<file path="src/arbs_pkg.sv">
// package: opcodes, widths and reset values for the rotate and set-bit datapath
package arbs_pkg;
    localparam int ACC_W = 8;
    localparam logic [7:0] OPC_ROTATE_LEFT_VIA_CARRY = 8'h33;
    localparam logic [7:0] OPC_ROTATE_RIGHT_PLAIN = 8'h03;
    localparam logic [7:0] OPC_ROTATE_RIGHT_VIA_CARRY = 8'h13;
    localparam logic [7:0] OPC_SET_BIT_OP_CARRY = 8'hd3;
    localparam logic [7:0] OPC_SET_BIT_OP_DIRECT = 8'hd2;
    localparam logic [7:0] ACC_RESET = 8'h00;
    localparam logic CARRY_RESET = 1'b0;
    localparam int ACC_MSB = 7;
    localparam int ACC_LSB = 0;
    localparam int BIT_ADDR_W = 8;
    typedef enum logic [1:0] {ARBS_OP_NONE, ARBS_OP_ROT, ARBS_OP_SETC, ARBS_OP_SETBIT} arbs_op_e;
endpackage

</file>
<file path="src/arbs_datapath.sv">
// execution datapath for accumulator rotates and the set-bit operation
// Function
// - left rotate via carry: acc shifts left, bit 7 to carry, carry to bit 0.
// - plain right rotate: acc rotates right, bit 0 to bit 7, carry kept.
// - right rotate via carry: bit 0 to carry, carry to bit 7.
// - set-bit forces target to one and leaves every other flag alone.
// - set-bit on carry is one byte, one cycle, sets carry.
// - set-bit on direct bit is two bytes, second is bit address, one cycle.
`timescale 1ns/1ps
module arbs_datapath #(
    parameter int ADDR_W = arbs_pkg::BIT_ADDR_W
) (
    input wire logic mclk,
    input wire logic resetn,
    input wire logic instr_valid,
    input wire logic [7:0] opcode,
    input wire logic [ADDR_W-1:0] bit_addr,
    output logic [arbs_pkg::ACC_W-1:0] acc,
    output logic carry,
    output logic bit_set_strobe,
    output logic [ADDR_W-1:0] bit_set_addr,
    output logic done
);
    import arbs_pkg::*;

    // ************************************************************
    // decode
    // ************************************************************
    logic [ACC_W-1:0] acc_reg;
    logic [ACC_W-1:0] acc_next;
    logic carry_reg;
    logic carry_next;
    logic strobe_reg;
    logic strobe_next;
    logic done_reg;
    logic done_next;
    logic [ADDR_W-1:0] addr_reg;
    logic [ADDR_W-1:0] addr_next;
    arbs_op_e op_kind;

    // bit_addr only matters when the two-byte direct form is decoded
    wire is_rol_carry = instr_valid && opcode == OPC_ROTATE_LEFT_VIA_CARRY;
    wire is_ror_plain = instr_valid && opcode == OPC_ROTATE_RIGHT_PLAIN;
    wire is_ror_carry = instr_valid && opcode == OPC_ROTATE_RIGHT_VIA_CARRY;
    wire is_set_carry = instr_valid && opcode == OPC_SET_BIT_OP_CARRY;
    wire is_set_direct = instr_valid && opcode == OPC_SET_BIT_OP_DIRECT;
    wire is_rotate = is_rol_carry || is_ror_plain || is_ror_carry;
    wire known_op = is_rotate || is_set_carry || is_set_direct;

    always_comb begin
        op_kind = ARBS_OP_NONE;
        if (is_rotate) begin
            op_kind = ARBS_OP_ROT;
        end else if (is_set_carry) begin
            op_kind = ARBS_OP_SETC;
        end else if (is_set_direct) begin
            op_kind = ARBS_OP_SETBIT;
        end
    end

    // ************************************************************
    // rotate results
    // ************************************************************
    wire [ACC_W-1:0] rol_carry_val;
    wire [ACC_W-1:0] ror_plain_val;
    wire [ACC_W-1:0] ror_carry_val;

    // each bit takes its neighbour; the two right rotates differ only in bit 7
    genvar gi;
    for (gi = 0; gi < ACC_W; gi++) begin : g_rot_bit
        if (gi == ACC_MSB) begin : g_top
            assign rol_carry_val[gi] = acc_reg[gi-1];
            assign ror_plain_val[gi] = acc_reg[ACC_LSB];
            assign ror_carry_val[gi] = carry_reg;
        end else if (gi == ACC_LSB) begin : g_bottom
            assign rol_carry_val[gi] = carry_reg;
            assign ror_plain_val[gi] = acc_reg[gi+1];
            assign ror_carry_val[gi] = acc_reg[gi+1];
        end else begin : g_middle
            assign rol_carry_val[gi] = acc_reg[gi-1];
            assign ror_plain_val[gi] = acc_reg[gi+1];
            assign ror_carry_val[gi] = acc_reg[gi+1];
        end
    end

    // ************************************************************
    // next values
    // ************************************************************
    always_comb begin
        acc_next = acc_reg;
        carry_next = carry_reg;
        case (op_kind)
            ARBS_OP_ROT: begin
                if (is_rol_carry) begin
                    acc_next = rol_carry_val;
                    carry_next = acc_reg[ACC_MSB];
                end else if (is_ror_plain) begin
                    acc_next = ror_plain_val;
                end else begin
                    acc_next = ror_carry_val;
                    carry_next = acc_reg[ACC_LSB];
                end
            end
            ARBS_OP_SETC: begin
                carry_next = 1'b1;
            end
            ARBS_OP_SETBIT: begin
                // only the outside bit changes, through the strobe below
                acc_next = acc_reg;
                carry_next = carry_reg;
            end
            default: begin
                acc_next = acc_reg;
                carry_next = carry_reg;
            end
        endcase
    end

    // the direct bit lives in an outside bit memory, so it is handed out as a strobe
    assign strobe_next = is_set_direct;
    assign addr_next = is_set_direct ? bit_addr : addr_reg;
    // done is a hand-back for the sequencer; idle or unknown cycles leave it low
    assign done_next = known_op;

    // ************************************************************
    // state
    // ************************************************************
    always_ff @(posedge mclk or negedge resetn) begin
        if (!resetn) begin
            acc_reg <= ACC_RESET;
        end else begin
            acc_reg <= acc_next;
        end
    end

    always_ff @(posedge mclk or negedge resetn) begin
        if (!resetn) begin
            carry_reg <= CARRY_RESET;
        end else begin
            carry_reg <= carry_next;
        end
    end

    always_ff @(posedge mclk or negedge resetn) begin
        if (!resetn) begin
            strobe_reg <= 1'b0;
        end else begin
            strobe_reg <= strobe_next;
        end
    end

    always_ff @(posedge mclk or negedge resetn) begin
        if (!resetn) begin
            addr_reg <= '0;
        end else begin
            addr_reg <= addr_next;
        end
    end

    always_ff @(posedge mclk or negedge resetn) begin
        if (!resetn) begin
            done_reg <= 1'b0;
        end else begin
            done_reg <= done_next;
        end
    end

    assign acc = acc_reg;
    assign carry = carry_reg;
    assign bit_set_strobe = strobe_reg;
    assign bit_set_addr = addr_reg;
    assign done = done_reg;
endmodule

</file>
<file path="config.mk">
export PLATFORM = sky130hd
export DESIGN_NAME = arbs_datapath
export DESIGN_NICKNAME = d
export VERILOG_FILES = /design/src/arbs_pkg.sv /design/src/arbs_datapath.sv
export SDC_FILE = /design/constraint.sdc
export NUM_CORES = 1
export LEC_CHECK = 0
export BUFFER_PORTS_ARGS = -buffer_cell sky130_fd_sc_hd__buf_2
export CAP_MARGIN = 20
export CORE_MARGIN = 2
export CORE_UTILIZATION = 35
export CTS_BUF_LIST = sky130_fd_sc_hd__clkbuf_4
export DETAILED_ROUTE_END_ITERATION = 7
export GPL_TIMING_DRIVEN = 0
export HOLD_SLACK_MARGIN = 0.1
export PLACE_DENSITY_LB_ADDON = 0.2
export RECOVER_POWER = 100
export SYNTH_ARGS = -nofsm -noshare
export SYNTH_HDL_FRONTEND = slang
export SYNTH_SLANG_ARGS = --single-unit
</file>
<file path="constraint.sdc">
create_clock -name mclk -period 1.85 [get_ports mclk]
set_input_delay 0.2775 -clock mclk [delete_from_list [all_inputs] [get_ports mclk]]
set_output_delay 0.2775 -clock mclk [all_outputs]
set_load 0.05 [all_outputs]
</file>
# Yosys cells after proc, flatten, opt, wreduce, memory -nomap -nowiden

Index checks and enable logic that the tools add are counted.

Register bits after elaboration: 19
Output and inout bits: 19
Logic and storage cells: 32

Equal/unequal tests: 8
Mux-type cells: 8
Reductions and logical operators: 11

Operators with widths:

| cell               | number |
|---|---|
| $eq 8x8->1 const B | 2 |
| $mux 8             | 2 |
| $eq 8x2->1 const B | 1 |
| $eq 8x5->1 const B | 1 |
| $eq 8x6->1 const B | 1 |
| $mux 2             | 3 |
| $logic_and 1x1->1  | 5 |
| $logic_or 1x1->1   | 4 |
| $ne 3x3->1 const B | 1 |
| $eq 2x1->1 const B | 1 |
| $eq 2x2->1 const B | 1 |
| $mux 1             | 2 |
| $pmux 1 s2         | 1 |
| $reduce_and 2->1   | 1 |
| $reduce_bool 2->1  | 1 |

# Longest topological paths before layout

Gate-level depths: netlist of the first run.

Word-level depth: 8
Mapped depth: 9
Gate-level depth less buffers: 6

# Least setup slack after synthesis of the first run

No wires, ideal clock.

Path type: input port to flip-flop
Start point: in opcode[4]
End point: reg carry_reg, in the netlist carry
Arrival: 1758 ps
Required time: 1713 ps
Path slack: -45 ps
Cell stages on the path: 9
Buffers on the path: 3
Cell sequence: buf_2 -> nand2b_1 -> clkbuf_1 -> and3_1 -> buf_2 -> nor2_1 -> ha_1 -> a311oi_1 -> a32oi_1

Longest elaborated chain between the ends: 8
Elaborated cells on any way between the ends: 22
Those cells by class: 8 x eq/ne; 5 x mux; 9 x reduce/logical

Ends and longest elaborated chain:

| item                                                             | RTL line                                                      | RTL |
|---|---|---|
| start: declaration                                               | arbs_datapath.sv:16                                           | `input wire logic [7:0] opcode,` |
| $eq 8x8->1, or another cell as far along                         | arbs_datapath.sv:46                                           | `wire is_set_direct = instr_valid && opcode == OPC_SET_BIT_OP_DIRECT;` |
| $logic_and 1x1->1, on equally long branches                      | arbs_datapath.sv:46, arbs_datapath.sv:42, arbs_datapath.sv:43 |  |
| $mux 2 / $logic_or 1x1->1 (equally long branches)                | arbs_datapath.sv:56, arbs_datapath.sv:47                      |  |
| $mux 2 / $logic_or 1x1->1 (equally long branches)                | arbs_datapath.sv:54, arbs_datapath.sv:47                      |  |
| $mux 2                                                           | arbs_datapath.sv:52                                           | `if (is_rotate) begin` |
| $eq 2x1->1 / $eq 2x2->1 (equally long branches)                  | arbs_datapath.sv:92                                           | `case (op_kind)` |
| $ne 3x3->1 (no line) / $reduce_bool 2->1 (equally long branches) | -                                                             |  |
| $reduce_and 2->1 (no line)                                       | -                                                             |  |
| end signal: assignment                                           | arbs_datapath.sv:140                                          | `carry_reg <= carry_next;` |
| end: declaration                                                 | arbs_datapath.sv:31                                           | `logic carry_reg;` |

Several ways; a longest one is shown, not always the timed one.
A chain may end at the register's enable or synchronous reset.

# Worst setup path after layout of the first run

Start point: in opcode[3]
End point: reg carry_reg, in the netlist carry

Same word-level chain as after synthesis.

==> impl_metrics.csv, run 1 <==
group,metric,value,unit
critical_path,crit_path_start_kind,"input pin",
power,p_comb_share,31.9,%
synthesis,synth_area_leaders,"dfrtp_1 46%, mux2_2 9.8%, a31oi_1 8.5%, o31ai_1 6.5%, nand4_1 4.8%",
power,p_total,1030,uW
cells_and_area,fin_area,1280,um2
synthesis,seq_area_frac_synth,46.1,%
detailed_routing,ant_nets,0,
detailed_routing,drt_wl_total,2400,um
critical_path,cp_slowest_stage_delay,0.29,ns
sta,fin_skew,0.00689,ns
sta,worst_pin_slew,0.978,ns
sta,period_needed,1.75,ns
sta,report.final.slew_viol_count,0,
flow_run,maxCapViolCount,0,
die,row_count,19,
synthesis,synth_most_common_cell,"dfrtp_1",
detailed_routing,vias,946,
clock_network,cts_sinks,19,
synthesis,netlist_top_cells_count,"19 x dfrtp_1, 14 x a31oi_1, 9 x mux2_2, 9 x o31ai_1, 8 x nand4_1",
detailed_routing,drt_pre_antenna_iters,4,
power,power.internal,624,uW
cells_and_area,final_nets,156,
detailed_routing,drc,0,
cells_and_area,fin_util,46.0,%
synthesis,synth_edf_count,0,
critical_path,cp_data_arrival_time,1.93,ns
critical_path,critPathMaxFanout,10,
global_route,track_usage,14.8,%
power,p_switching,410,uW
place,portBuffers,35,
die,start_util,37.1,%
power,vdd_ir_drop_max,0.345,mV
critical_path,crit_required,2.03,ns
synthesis,async_flop_share,100,%
synthesis,synth_top_area_cell,"dfrtp_1",
sta,setup_viol,0,
detailed_routing,wl_per_cell,14.4,um
power,leakagePower,0.000590,uW
power,p_sw_share,39.6,%
global_route,grt.overflow.total,0,
worst_hold_path,min_path_type,"in -> reg",
power,pwr-share-clk,19.7,%
sta,finalHoldViolCount,0,
detailed_routing,first_iter_violations,30,
sta,fin_crit_sh,94.8,%
die,ios,38,
synthesis,ys_types,28,
clock_network,cts_tree,"built",
sta,rsz0062_at_grt,"no",
critical_path,path_cells,"buf_2, nor4bb_1, clkbuf_4, and3_1, buf_2, nor2_1, ha_1, a311oi_1, a32oi_1",
clock_network,cts-root-buf,"clkbuf_4",
synthesis,ys.flop_type,"dfrtp_1",
place,place_hpwl,1760,um
critical_path,cp_common_cell,"buf_2",
die,die_h,58.3,um
synthesis,synth_top_area_share,46.1,%
clock_network,h-tree-depth,1,
power,p_seq_share,48.4,%
place,place.gp.congestion,0.791,
synthesis,synth_cells,93,
sta,fmax,570,MHz
global_route,grt_max_degree,20,
critical_path,worst-setup-path-type,"in -> reg",
cells_and_area,drive_gt1_share,39.3,%
place,dpl-instance-area,1250,um2
clock_network,clock_path_buffers,2,
cells_and_area,diodes,0,
clock_network,worstSkewPairLatency,0.29,ns
critical_path,crit_slowest_cell,"ha_1",
synthesis,synth_area,1030,um2
clock_network,clkTransAtPathRegs,0.11,ns
critical_path,end_kind,"flip-flop",
outcome,status,"completed",
clock_network,cts_buffers,3,
synthesis,syn_area_per_cell,11.1,um2
synthesis,synth_nets,113,
detailed_routing,viasPerCell,5.70,
power,powerDensity,808,nW/um2
synthesis,synth-seq-cells,19,
global_route,antenna_found_initial,0,
global_route,grt_pass1_vias,870,
synthesis,yosys_warnings,0,
die,die_w,58.3,um
cells_and_area,synthToLayoutAreaGrowth,24.0,%
die,coreArea,2780,um2
die,dieArea,3400,um2
sta,relSlewSlack,34.8,%
global_route,grt_pass1_wl,3910,um
-- what timing repair did --
action	CTS	global route
setup buffers	0	2
endpoints found under the hold margin	19	0
gates resized for setup	0	2
hold buffers	1	0
setup endpoints to repair	0	1
-- final cells by class --
type                       instances  area, um2
fill                             278       1500
multi-input combinational         62        493
sequential                        19        475
timing repair buffer              38        188
buffer                            10       50.0
tap                               31       38.8
clock buffer                       3       22.5
inverter                           2       7.51
clock inverter                     1       5.00
-- stage by stage --
stage | setup TNS, ns | setup WS, ns | hold slack, ns | cells
4_1_cts | 0 | 0.0200 | 0.206 | 164
5_1_grt | 0 | 0.0159 | 0.194 | 166
3_5_place_dp | -0.310 | -0.310 | 0.239 | 159
6_report | 0 | 0.0970 | 0.210 | 166
2_1_floorplan | 0 | 0.0266 | -0.0181 | 93
3_3_place_gp | -0.251 | -0.251 | 0.239 | 159
-- critical path: cells and delay by family --
| kind | cells | cell delay (ns) |
|---|---|---|
| AOI/OAI and AO/OA | 2 | 0.33 |
| adders and majority gates | 1 | 0.29 |
| buffers and inverters | 3 | 0.54 |
| and+or+nand+nor | 3 | 0.48 |
-- logic make-up after synthesis --
logic type	count (synthesis)	synth area share (%)
compound gates	28	18.9
simple gates	24	18.8
flops	19	46.1
buf+inv	12	5.21
mux	9	9.82
fa+ha+maj	1	1.21
-- metal layers --
layer  track usage, %  vias up  share of wire [%]  routed length, um
met5                0        -                  0                  0
met4             5.98        0                1.6                 38
met3             2.20        4                6.1                146
met2             24.7       31                 47               1120
met1             19.2      453                 46               1100
li1                 -      458                  -                  -
-- worst paths after layout --
check | from | end | slack [ns] | cells past startpoint
max | opcode[3] | carry | 0.1 | 9
min | bit_addr[3] | bit_set_addr[3] | 0.21 | 2
max reg2reg | acc[0] | acc[7] | 0.77 | 3
min reg2reg | bit_set_addr[4] | bit_set_addr[4] | 0.52 | 1
max in group asynchronous | resetn | bit_set_addr[3] | 0.61 | 2
min in group asynchronous | resetn | acc[6] | 0.64 | 2
-- layout by cell type, fill, tap and decap left out --
master	instances
a31o_2	1
or2_2	1
nor4b_1	1
ha_1	1
nand2b_1	2
nand4bb_1	1
inv_1	2
nand3_1	1
nor4_4	1
and3_1	1
dfrtp_1	19
nor3_1	1
clkbuf_2	1
dlygate4sd3_1	1
buf_2	31
a311oi_1	2
mux2_2	9
buf_4	2
clkbuf_4	4
nor4bb_1	1
nand4_1	8
a32oi_1	1
nand2_1	1
a21oi_1	1
a31oi_1	14
nor2_1	1
nor4_1	1
nor3b_4	1
or3b_2	1
clkbuf_1	12
o31ai_1	9
clkinv_2	1
and2_1	1
-- power groups by stage --
stage,Sequential [uW],Clock (uW),Combinational [uW]
floorplan,652,0,95.7
global placement,507,0,337
detailed placement,508,0,342
CTS,499,215,344
global route,507,236,350
finish,501,203,330
Power figures use the tool's default switching activity.
==> run 2, diff against run 1 <==
- CORE_UTILIZATION: 35 -> 40
==> impl_metrics.csv, run 2 (synthesis results as in run 1) <==
group,metric,value,unit
detailed_routing,drt_wl_total,2490,um
worst_hold_path,min_path_type,"in -> reg",
clock_network,worstSkewPairLatency,0.29,ns
sta,hold_slack,0.218,ns
cells_and_area,fin_util,51.9,%
global_route,grt_pass1_wl,3710,um
cells_and_area,final_cell_mix,"26 x clkbuf_1, 19 x dfrtp_1, 18 x buf_2, 14 x a31oi_1",
detailed_routing,ant_nets,0,
place,pre_cts_ws,-0.333,ns
global_route,grt_max_degree,20,
sta,setup_ws,0.0577,ns
critical_path,cp_data_arrival_time,1.99,ns
detailed_routing,drt_pre_antenna_iters,4,
place,portBuffers,35,
power,powerDensity,823,nW/um2
die,dieArea,3000,um2
critical_path,critPathMaxFanout,9,
die,coreArea,2450,um2
detailed_routing,wl_per_cell,14.9,um
cells_and_area,multi_input_area,490,um2
cells_and_area,fillers,252,
clock_network,cts-root-buf,"clkbuf_4",
global_route,track_usage,17.4,%
sta,fin_crit_sh,96.9,%
clock_network,cts_tree,"built",
sta,fin_skew,0.00424,ns
global_route,antenna_found_initial,0,
cells_and_area,final_common_cell,"clkbuf_1",
critical_path,crit_required,2.05,ns
cells_and_area,final_nets,158,
sta,worst_pin_slew,0.973,ns
clock_network,cts_sinks,19,
sta,report.final.slew_viol_count,0,
critical_path,crit_path_start_kind,"input pin",
sta,fin_tns_setup,0,ns
global_route,grt.overflow.total,0,
sta,period_needed,1.79,ns
die,row_count,18,
power,leakagePower,0.000546,uW
die,start_util,42.0,%
cells_and_area,drive_gt1_share,30.7,%
place,place_hpwl,1740,um
flow_run,maxCapViolCount,0,
critical_path,worst-setup-path-type,"in -> reg",
sta,finalHoldViolCount,0,
detailed_routing,drc,0,
die,die_w,54.8,um
power,vdd_ir_drop_max,0.526,mV
cells_and_area,synthToLayoutAreaGrowth,23.4,%
die,die_h,54.8,um
power,p_total,1050,uW
detailed_routing,vias,951,
detailed_routing,first_iter_violations,15,
sta,fmax,558,MHz
clock_network,clock_path_buffers,2,
cells_and_area,diodes,0,
outcome,status,"completed",
place,place.gp.congestion,0.836,
cells_and_area,seq_area,475,um2
sta,setup_viol,0,
clock_network,cts_buffers,3,
global_route,grt_pass1_vias,859,
critical_path,end_kind,"flip-flop",
sta,relSlewSlack,35.1,%
clock_network,h-tree-depth,1,
detailed_routing,viasPerCell,5.69,
clock_network,clkTransAtPathRegs,0.10,ns
die,ios,38,
## run 2: final timing paths
| check | startpoint | endpoint | slack [ns] | depth (start not counted) |
|---|---|---|---|---|
| worst max-delay path | opcode[3] | carry | 0.06 | 9 |
| worst min-delay path | bit_addr[6] | bit_set_addr[6] | 0.22 | 2 |
| worst max register to register | acc[0] | acc[7] | 0.70 | 3 |
| worst min register to register | bit_set_addr[5] | bit_set_addr[5] | 0.52 | 1 |
| max in group asynchronous | resetn | acc[5] | 0.60 | 2 |
| min in group asynchronous | resetn | carry | 0.66 | 2 |
## run 2: final cells by class
class,instances,share of cell area (%)
well taps,30,2.95
inverters,2,0.589
flip-flops and latches,19,37.3
plain buffers,10,3.83
repair buffers,40,14.4
multi-input cells,62,38.5
clock buffers,4,2.36
## run 2: through the flow
step	cell area (um2)	instances
global placement	1250	158
detailed placement	1250	158
floorplan	1030	93
global route	1270	167
CTS	1290	164
finish	1270	167
## run 2: layer usage
layer  vias to the layer above  GRT usage, %  part of all wire [%]
li1                        464             -                     -
met1                       459          20.8                    44
met2                        26          30.0                    49
met3                         2          4.10                   6.2
met4                         0          6.25                  0.60
met5                         -             0                     0
## run 2: what timing repair did
action                                  4_1_cts  5_1_grt
pin swaps                                     1        0
endpoints found under the hold margin        19        0
endpoints found under the setup margin        1        1
setup buffers                                 1        3
gates resized for setup                       0        4
hold buffers                                  1        0
## run 2: power by group
group / leakage (uW) / internal [uW] / switching, uW
Clock: 0.0000184 / 98.3 / 117
Combinational: 0.000274 / 85.6 / 246
Sequential: 0.000254 / 458 / 44.2
## run 2: critical path, cell delays in order
cell and delay, ns:
buf_2 0.11, nor4bb_2 0.30, buf_4 0.19, and3_1 0.13, buf_2 0.20, nor2_1 0.07, ha_1 0.32, a31o_2 0.23
a32oi_1 0.17
